**src/design/hvmp_pkg.sv**
```systemverilog
package hvmp_pkg;
    typedef enum logic [2:0] {
        HVMP_MODE_INIT,
        HVMP_MODE_NORMAL,
        HVMP_MODE_STOP,
        HVMP_MODE_SLEEP,
        HVMP_MODE_RESTART,
        HVMP_MODE_FAILSAFE
    } hvmp_mode_e;

    localparam int          HVMP_PIN_CFG_W  = 3;
    localparam logic [2:0]  HVMP_PIN_CFG_OFF = 3'h0;
    localparam int          HVMP_PULL_W     = 2;
    localparam logic [1:0]  HVMP_PULL_NONE  = 2'h0;
    localparam int          HVMP_WCTL_W     = 8;
    localparam logic [7:0]  HVMP_WCTL_RST   = 8'h00;
    localparam logic [2:0]  HVMP_PIN_CFG_RST = 3'h0;
    localparam logic [1:0]  HVMP_PULL_RST   = 2'h0;
endpackage

```
**src/design/hvmp_wake_gate.sv**
```systemverilog
`timescale 1ns/1ps
module hvmp_wake_gate
    import hvmp_pkg::*;
(
    input  wire logic meas_on,
    input  wire logic sense_in,
    input  wire logic gp_in,
    input  wire logic sense_wake_en,
    input  wire logic gp_wake_en,
    output logic      sense_gated,
    output logic      gp_gated,
    output logic      sense_wake_eff,
    output logic      gp_wake_eff
);
    // inputs gated and wake enables ignored while measuring
    always_comb begin
        sense_gated    = sense_in & ~meas_on;
        gp_gated       = gp_in & ~meas_on;
        sense_wake_eff = sense_wake_en & ~meas_on;
        gp_wake_eff    = gp_wake_en & ~meas_on;
    end
endmodule

```
**src/design/hvmp_ctrl.sv**
```systemverilog
`timescale 1ns/1ps
// What this block does
// - reset: path off, switch open
// - switch closes only in normal mode
// - pulls off, pin inputs gated
// - pull, wake control, pin config ignored
// - no wake or level status updates
// - sleep with only pin wakes: error, restart
// - fault, general pin, pin wake unavailable
// - pin config change while measuring: error
// - enable refused unless shared pin off
// - fail-safe keeps config, switch open
// - wake enable writes accepted, effect ignored
// - disabled: fail-safe forces sense wake
module hvmp_ctrl
    import hvmp_pkg::*;
(
    input  wire logic                      mclk,
    input  wire logic                      rstn,
    input  wire hvmp_mode_e                mode,
    input  wire logic                      meas_wr,
    input  wire logic                      meas_wdata,
    input  wire logic                      pin_cfg_wr,
    input  wire logic [HVMP_PIN_CFG_W-1:0] pin_cfg_wdata,
    input  wire logic                      pull_wr,
    input  wire logic [HVMP_PULL_W-1:0]    pull_wdata,
    input  wire logic                      wctl_wr,
    input  wire logic [HVMP_WCTL_W-1:0]    wctl_wdata,
    input  wire logic                      sense_wake_en,
    input  wire logic                      gp_wake_en,
    input  wire logic                      other_wake_src,
    input  wire logic                      sleep_cmd,
    input  wire logic                      fault_output_test,
    input  wire logic                      fault_drive,
    input  wire logic                      sense_in,
    input  wire logic                      gp_in,
    output logic                           meas_enable_bit,
    output logic                           meas_route_switch,
    output logic                           cmd_error,
    output logic                           restart_req,
    output logic [HVMP_PIN_CFG_W-1:0]      pin_cfg,
    output logic [HVMP_PIN_CFG_W-1:0]      pin_cfg_eff,
    output logic [HVMP_PULL_W-1:0]         pull_eff,
    output logic [HVMP_WCTL_W-1:0]         wctl_eff,
    output logic                           fault_output,
    output logic                           sense_wake_active,
    output logic                           gp_wake_active,
    output logic                           status_upd_en,
    output logic                           sense_level,
    output logic                           gp_level
);
    typedef struct packed {
        logic                      meas;
        logic                      sw;
        logic                      err;
        logic                      rst_req;
        logic [HVMP_PIN_CFG_W-1:0] cfg;
        logic [HVMP_PIN_CFG_W-1:0] cfg_eff;
        logic [HVMP_PULL_W-1:0]    pull;
        logic [HVMP_PULL_W-1:0]    pull_e;
        logic [HVMP_WCTL_W-1:0]    wctl;
        logic [HVMP_WCTL_W-1:0]    wctl_e;
        logic                      fo;
        logic                      s_wk;
        logic                      g_wk;
        logic                      upd;
        logic                      s_lvl;
        logic                      g_lvl;
    } hvmp_state_s;

    hvmp_state_s st_reg;
    hvmp_state_s st_next;
    logic        sense_g;
    logic        gp_g;
    logic        s_wk_e;
    logic        g_wk_e;
    logic        meas_n;
    logic        only_pin_wakes;

    // reset image of all state
    localparam hvmp_state_s HVMP_ST_RST = '{
        meas:    1'b0,
        sw:      1'b0,
        err:     1'b0,
        rst_req: 1'b0,
        cfg:     HVMP_PIN_CFG_RST,
        cfg_eff: HVMP_PIN_CFG_RST,
        pull:    HVMP_PULL_RST,
        pull_e:  HVMP_PULL_RST,
        wctl:    HVMP_WCTL_RST,
        wctl_e:  HVMP_WCTL_RST,
        fo:      1'b0,
        s_wk:    1'b0,
        g_wk:    1'b0,
        upd:     1'b1,
        s_lvl:   1'b0,
        g_lvl:   1'b0
    };

    // mode decode
    function automatic logic hvmp_in_mode(
        input hvmp_mode_e cur,
        input hvmp_mode_e want
    );
        return cur == want;
    endfunction

    function automatic logic hvmp_pin_wakes_only(
        input logic sense_en,
        input logic gp_en,
        input logic other_en
    );
        return (sense_en | gp_en) & ~other_en;
    endfunction

    // pin settings hidden while measuring
    function automatic logic [HVMP_PIN_CFG_W-1:0] hvmp_hide_cfg(
        input logic                      hide,
        input logic [HVMP_PIN_CFG_W-1:0] val
    );
        return hide ? HVMP_PIN_CFG_OFF : val;
    endfunction

    function automatic logic [HVMP_PULL_W-1:0] hvmp_hide_pull(
        input logic                   hide,
        input logic [HVMP_PULL_W-1:0] val
    );
        return hide ? HVMP_PULL_NONE : val;
    endfunction

    function automatic logic [HVMP_WCTL_W-1:0] hvmp_hide_wctl(
        input logic                   hide,
        input logic [HVMP_WCTL_W-1:0] val
    );
        return hide ? HVMP_WCTL_RST : val;
    endfunction

    hvmp_wake_gate u_gate (
        .meas_on        (st_reg.meas),
        .sense_in       (sense_in),
        .gp_in          (gp_in),
        .sense_wake_en  (sense_wake_en),
        .gp_wake_en     (gp_wake_en),
        .sense_gated    (sense_g),
        .gp_gated       (gp_g),
        .sense_wake_eff (s_wk_e),
        .gp_wake_eff    (g_wk_e)
    );

    always_comb begin
        st_next = st_reg;
        st_next.err = 1'b0;
        st_next.rst_req = 1'b0;
        meas_n = st_reg.meas;
        if (meas_wr) begin
            if (meas_wdata && st_reg.cfg != HVMP_PIN_CFG_OFF
                && !st_reg.meas) begin
                st_next.err = 1'b1;
            end else begin
                meas_n = meas_wdata;
            end
        end
        if (pin_cfg_wr) begin
            st_next.cfg = pin_cfg_wdata;
            if (st_reg.meas) begin
                st_next.err = 1'b1;
            end
        end
        if (pull_wr) begin
            st_next.pull = pull_wdata;
        end
        if (wctl_wr) begin
            st_next.wctl = wctl_wdata;
        end
        // only pin wakes enabled while measuring
        only_pin_wakes = hvmp_pin_wakes_only(sense_wake_en, gp_wake_en, other_wake_src);
        if (sleep_cmd && st_reg.meas && only_pin_wakes) begin
            st_next.err = 1'b1;
            st_next.rst_req = 1'b1;
        end
        st_next.meas = meas_n;
        st_next.sw = meas_n && hvmp_in_mode(mode, HVMP_MODE_NORMAL);
        st_next.cfg_eff = hvmp_hide_cfg(meas_n, st_next.cfg);
        st_next.pull_e  = hvmp_hide_pull(meas_n, st_next.pull);
        st_next.wctl_e  = hvmp_hide_wctl(meas_n, st_next.wctl);
        st_next.fo = ~st_reg.meas & ~meas_n
                     & (fault_drive | fault_output_test);
        st_next.s_wk = s_wk_e
                       | (~st_reg.meas & hvmp_in_mode(mode, HVMP_MODE_FAILSAFE));
        st_next.g_wk = g_wk_e;
        st_next.upd = ~st_reg.meas;
        if (!st_reg.meas) begin
            st_next.s_lvl = sense_g;
            st_next.g_lvl = gp_g;
        end
    end

    always_ff @(posedge mclk or negedge rstn) begin
        if (!rstn) begin
            st_reg <= HVMP_ST_RST;
        end else begin
            st_reg <= st_next;
        end
    end

    always_comb begin
        meas_enable_bit   = st_reg.meas;
        meas_route_switch = st_reg.sw;
        cmd_error         = st_reg.err;
        restart_req       = st_reg.rst_req;
        pin_cfg           = st_reg.cfg;
        pin_cfg_eff       = st_reg.cfg_eff;
        pull_eff          = st_reg.pull_e;
        wctl_eff          = st_reg.wctl_e;
        fault_output      = st_reg.fo;
        sense_wake_active = st_reg.s_wk;
        gp_wake_active    = st_reg.g_wk;
        status_upd_en     = st_reg.upd;
        sense_level       = st_reg.s_lvl;
        gp_level          = st_reg.g_lvl;
    end
endmodule

```
**config.mk**
```make
export PLATFORM = sky130hd
export DESIGN_NAME = hvmp_ctrl
export DESIGN_NICKNAME = d
export VERILOG_FILES = /design/src/design/hvmp_pkg.sv /design/src/design/hvmp_wake_gate.sv /design/src/design/hvmp_ctrl.sv
export SDC_FILE = /design/constraint.sdc
export NUM_CORES = 1
export LEC_CHECK = 0
export BUFFER_PORTS_ARGS = -buffer_cell sky130_fd_sc_hd__buf_2
export CAP_MARGIN = 20
export CORE_AREA = 2 2 68 70
export DETAILED_ROUTE_END_ITERATION = 10
export DIE_AREA = 0 0 70 72
export MAX_ROUTING_LAYER = met4
export PLACE_DENSITY = 0.68
export SYNTH_ARGS = -nofsm -noshare
export SYNTH_HDL_FRONTEND = slang
export SYNTH_HIERARCHICAL = 1
export SYNTH_SLANG_ARGS = --single-unit
```
**constraint.sdc**
```tcl
create_clock -name mclk -period 1.4 [get_ports mclk]
set_clock_uncertainty 0.15 [all_clocks]
set_input_delay 0.28 -clock mclk [delete_from_list [all_inputs] [get_ports mclk]]
set_output_delay 0.28 -clock mclk [all_outputs]
set_load 0.01 [all_outputs]
```
==> impl_metrics.tcl, run 1 <==
set metrics [dict create \
    status "complete, no violations" \
    n_antenna_cell 0 \
    num_rows 24 \
    power_density_mw_per_mm2 1304 \
    clk_latency_ns 0.28 \
    cpMaxStageDelayCell "dfrtp_1" \
    synth_largest_area_cell "dfrtp_1" \
    dp_hpwl_um 2027 \
    port_buffers 56 \
    post-place-ws_ns -0.01627 \
    grt_max_degree 19 \
    start_kind "register" \
    grt_use_total_pct 11.58 \
    cp_top_family "flip-flops" \
    netlist_instances 106 \
    routed_wl_um 2600 \
    max_cap_violations 0 \
    cts-buffers-inserted 5 \
    critical_path.n_buffers_inverters 2 \
    ys_seq_area_share_pct 62.42 \
    tightest_slew_ns 0.2609 \
    wl_per_cell_um 12.15 \
    final-hold-violation-count 0 \
    largest_register_ffs 10 \
    min_period_ns 1.374 \
    drt-pass1-iter-count 6 \
    final_util_pct 45.04 \
    drc 0 \
    cts_tree "done" \
    drt_iter0_markers 16 \
    ys_ff_latch 36 \
    cts.sinks 36 \
    synth_cell_types 20 \
    vias 909 \
    cpMostUsedCell "buf_6" \
    drive_gt1_share_pct 59.88 \
    ir_drop_mv 0.5803 \
    grt_pass1_vias 1009 \
    finalSetupViolCount 0 \
    worst_slack_ns 0.02563 \
    yosys_warnings 6 \
    power.leakage_nw 0.9800 \
    layout_common_cells "buf_2 (54), dfrtp_1 (34), mux2_2 (12)" \
    hp-class "in2reg" \
    core_mm2 0.004264 \
    io_pins 57 \
    critPathRequiredTime_ns 0.97 \
    path_cells "buf_6, buf_6" \
    fin_nets 192 \
    netlist_area_mm2 0.001445 \
    crit_path_max_fanout 2 \
    ys_top_cells_by_area "dfrtp_1 (61%), mux2_2 (9.4%), buf_4 (8.3%), mux2i_1 (2.8%), nor2b_2 (2.4%)" \
    max-slew-margin-rel_pct 82.47 \
    cts_root_buffer "clkbuf_8" \
    grt_remaining_overflow 0 \
    clk_pin_slew_ns 0.07 \
    path_class "reg2out" \
    synth_top_area_share_pct 60.61 \
    clockBufferDepth 2 \
    fp.dieW_um 70 \
    antenna_found_initial 0 \
    antenna_left 0 \
    cp_data_arrival_time_ns 0.94 \
    synth_nets 137 \
    grt_pass1_wl_um 4353 \
    maxSlewViolCount 0 \
    viasPerCell 4.248 \
    die-area_mm2 0.005040 \
    max_freq_mhz 727.6 \
    rsz0062_at_grt "yes" \
    final_common_cell "buf_2" \
    place_congestion 0.7042 \
    cts-htree-levels 2 \
    cpPeakStageDelay_ns 0.42 \
    syn_area_per_cell_um2 13.63 \
    min_period_over_period_pct 98.17 \
    synthToLayoutAreaGrowth_pct 32.90 \
    end_kind "primary output" \
    initial_core_util_pct 33.89 \
    fp.dieH_um 72 \
]
## synthesized netlist by cell type
library cell,instances
nand2_1,2
buf_4,16
mux2i_1,4
buf_2,1
mux2_2,12
and4bb_2,1
dfrtp_1,35
a311oi_1,1
dfstp_2,1
nor3_1,3
nor2b_2,4
nor2b_4,1
o21a_2,1
a41o_1,1
a211o_1,1
inv_1,6
buf_6,2
nor2b_1,4
nor2_1,6
and2b_1,4
## layout make-up
class	count	area, um2
fillers	410	2344
flip-flops and latches	36	903.4
repair buffers	67	410.4
multi-input cells	45	392.9
clock buffers	7	96.34
well taps	52	65.06
clock inverters	1	30.03
inverters	6	22.52
## final timing paths
check	slack, ns	endpoint	cells past startpoint	startpoint
worst max-delay path	0.03	pin_cfg[0]	2	pin_cfg[0]
worst min-delay path	0.02	restart_req	2	other_wake_src
worst max register to register	0.04	meas_route_switch	3	meas_enable_bit
worst min register to register	0.34	st_reg[18]	1	st_reg[18]
max in group asynchronous	0.36	status_upd_en	3	rstn
min in group asynchronous	0.24	fault_output	2	rstn
## routing by layer
metal,wire (um),vias up,track usage [%]
met5,0,-,-
met4,22,0,3.846
met3,265,2,5.417
met2,1265,45,18.84
met1,1047,428,12.67
li1,-,434,-
## metrics by stage
step / instances / hold WS, ns / setup TNS, ns / total power [mW] / cell area, um2
after floorplan: 106 / -0.1656 / -0.08277 / 1.424 / 1453
after global placement: 204 / 0.01086 / 0 / 1.525 / 1743
after detailed placement: 204 / 0.01232 / -0.02400 / 1.539 / 1743
after CTS: 213 / 0.004438 / -0.008483 / 2.531 / 1894
after global routing: 214 / 0.01156 / -0.02539 / 2.635 / 1921
final: 214 / 0.01680 / 0 / 2.504 / 1921
## cell families (layout without fill, tap and decap cells)
| group | count (synthesis) | in the layout | share of synthesized area (%) |
|---|---|---|---|
| AND/OR/NAND/NOR | 25 | 25 | 11.17 |
| multiplexers | 16 | 16 | 12.12 |
| flip-flops | 36 | 36 | 62.42 |
| AO/OA/AOI/OAI | 4 | 4 | 2.511 |
| buffers and inverters | 25 | 81 | 11.77 |
## worst register-to-register path, cell delays in order (launching register included)
cell and delay, ns:
dfrtp_2 0.43, mux2_2 0.28, o21a_4 0.16, and4bb_2 0.24
## where the power goes
part,switching (mW),internal (mW),leakage [nW]
registers,0.0357,1.14,0.427
clock network,0.344,0.628,0.0645
logic,0.165,0.191,0.489
total,0.545,1.96,0.980
## repair_timing
| item | CTS | global route |
|---|---|---|
| endpoints found under the setup margin | 13 | 15 |
| hold buffers | 1 | 0 |
| hold endpoints to repair | 35 | 0 |
| setup buffers | 0 | 1 |
| resized for setup | 3 | 4 |
(Power assumes the default switching activity.)
==> run 2: changes to the inputs <==
- GPL_ROUTABILITY_DRIVEN: not set -> 0
- REMOVE_ABC_BUFFERS: not set -> 1
==> impl_metrics.tcl, run 2 (synthesis results as in run 1) <==
set metrics [dict create \
    critPathRequiredTime_ns 0.97 \
    cp.depth 2 \
    path_cells "buf_6, buf_6" \
    drc 0 \
    cts.sinks 36 \
    crit_path_max_fanout 6 \
    fin_tns_setup_ns 0 \
    final_common_cell "buf_2" \
    status "complete, no violations" \
    layout_common_cells "buf_2 (55), dfrtp_1 (35), mux2_2 (12)" \
    maxSlewViolCount 0 \
    die-area_mm2 0.005040 \
    final-hold-violation-count 0 \
    dp.cells 202 \
    p_sw_share_pct 23.91 \
    cp_data_arrival_time_ns 0.95 \
    whs_ns 0.01820 \
    power_switching_uw 539.9 \
    clk_latency_ns 0.28 \
    wl_met3_um 208 \
    fp.dieH_um 72 \
    vias 931 \
    post-place-ws_ns -0.03411 \
    power_density_mw_per_mm2 1193 \
    antenna_found_initial 0 \
    wl_met2_um 1365 \
    hp-class "in2reg" \
    final_area_mm2 0.001892 \
    synthToLayoutAreaGrowth_pct 30.91 \
    clk_pin_slew_ns 0.07 \
    drive_gt1_share_pct 59.64 \
    finalNonFillerCells 218 \
    final_util_pct 44.37 \
    cts-buffers-inserted 5 \
    intPower_mw 1.718 \
    critical_path.n_buffers_inverters 2 \
    wl_per_cell_um 12.32 \
    cpMostUsedCell "buf_6" \
    min_period_ns 1.385 \
    finalPower_mw 2.258 \
    max_freq_mhz 722.1 \
    cpMaxStageDelayCell "dfrtp_1" \
    worst_slack_ns 0.01519 \
    largest_register_ffs 10 \
    cp_top_family "flip-flops" \
    dpl_cell_area_mm2 0.001708 \
    grt_pass1_wl_um 4422 \
    routed_wl_um 2686 \
    max_cap_violations 0 \
    min_period_over_period_pct 98.92 \
    n_antenna_cell 0 \
    antenna_left 0 \
    finalSetupViolCount 0 \
    drt_iter0_markers 19 \
    cts-htree-levels 2 \
    rsz0062_at_grt "yes" \
    drt-pass1-iter-count 3 \
    fp.dieW_um 70 \
    comb_power_share_pct 15.6 \
    whs_path_depth 2 \
    grt_remaining_overflow 0 \
    max-slew-margin-rel_pct 77.61 \
    ir_drop_mv 0.6637 \
    share_seq_of_total_power_pct 52.2 \
    power.leakage_nw 0.9818 \
    cts_tree "done" \
    grt_use_total_pct 11.68 \
    wl_met1_um 1098 \
    cts_root_buffer "clkbuf_8" \
    maxUsedRoutingLayer "met4" \
    initial_core_util_pct 33.89 \
    fin_nets 196 \
    core_mm2 0.004264 \
    viasPerCell 4.271 \
    cpPeakStageDelay_ns 0.42 \
    grt_max_degree 19 \
    path_class "reg2out" \
    end_kind "primary output" \
    power.share.clock_pct 32.2 \
    port_buffers 56 \
    dp_hpwl_um 2022 \
    io_pins 57 \
    grt_pass1_vias 1006 \
    clockBufferDepth 2 \
    tightest_slew_ns 0.3358 \
    ff2ff_path_depth 3 \
    num_rows 24 \
    start_kind "register" \
]
==> run 2: final timing paths <==
| path | slack [ns] | startpoint | endpoint |
|---|---|---|---|
| worst max register to register | 0.05 | meas_enable_bit | meas_route_switch |
| worst min-delay path | 0.02 | other_wake_src | restart_req |
| min in group asynchronous | 0.27 | rstn | pin_cfg[2] |
| worst min register to register | 0.33 | st_reg[20] | st_reg[20] |
| max in group asynchronous | 0.40 | rstn | meas_route_switch |
| worst max-delay path | 0.02 | meas_enable_bit | meas_enable_bit |
==> run 2: what timing repair did <==
action | 4_1_cts | 5_1_grt
resized for setup | 3 | 3
cloned | 1 | 0
endpoints found under the setup margin | 13 | 16
pin swaps | 1 | 0
endpoints found under the hold margin | 10 | 0
buffers inserted | 2 | 4
hold buffers | 1 | 0
==> run 2: worst register-to-register path, delay by kind of cell (launching register included) <==
family,cells,cell delay [ns]
flops,1,0.42
mux,1,0.31
compound gates,1,0.15
simple gates,1,0.22
==> run 2: per-layer routing <==
metal  GRT usage (%)  up-vias
met2           20.21       44
met1           12.06      439
li1                -      446
met5               -        -
met3           4.583        2
met4           4.487        0
==> run 2: power by group through the flow <==
stage	combinational [mW]	sequential (mW)	clock, mW
2_1_floorplan	0.108	1.23	0
3_3_place_gp	0.325	1.19	0
3_5_place_dp	0.336	1.19	0
4_1_cts	0.349	1.18	0.763
5_1_grt	0.387	1.19	0.815
6_report	0.352	1.18	0.728
==> run 2: layout make-up <==
type	instances	area, um2
fillers	422	2372
flip-flops and latches	36	902.1
repair buffers	70	410.4
multi-input cells	46	399.1
clock buffers	6	82.58
well taps	52	65.06
inverters	6	22.52
clock inverters	2	10.01
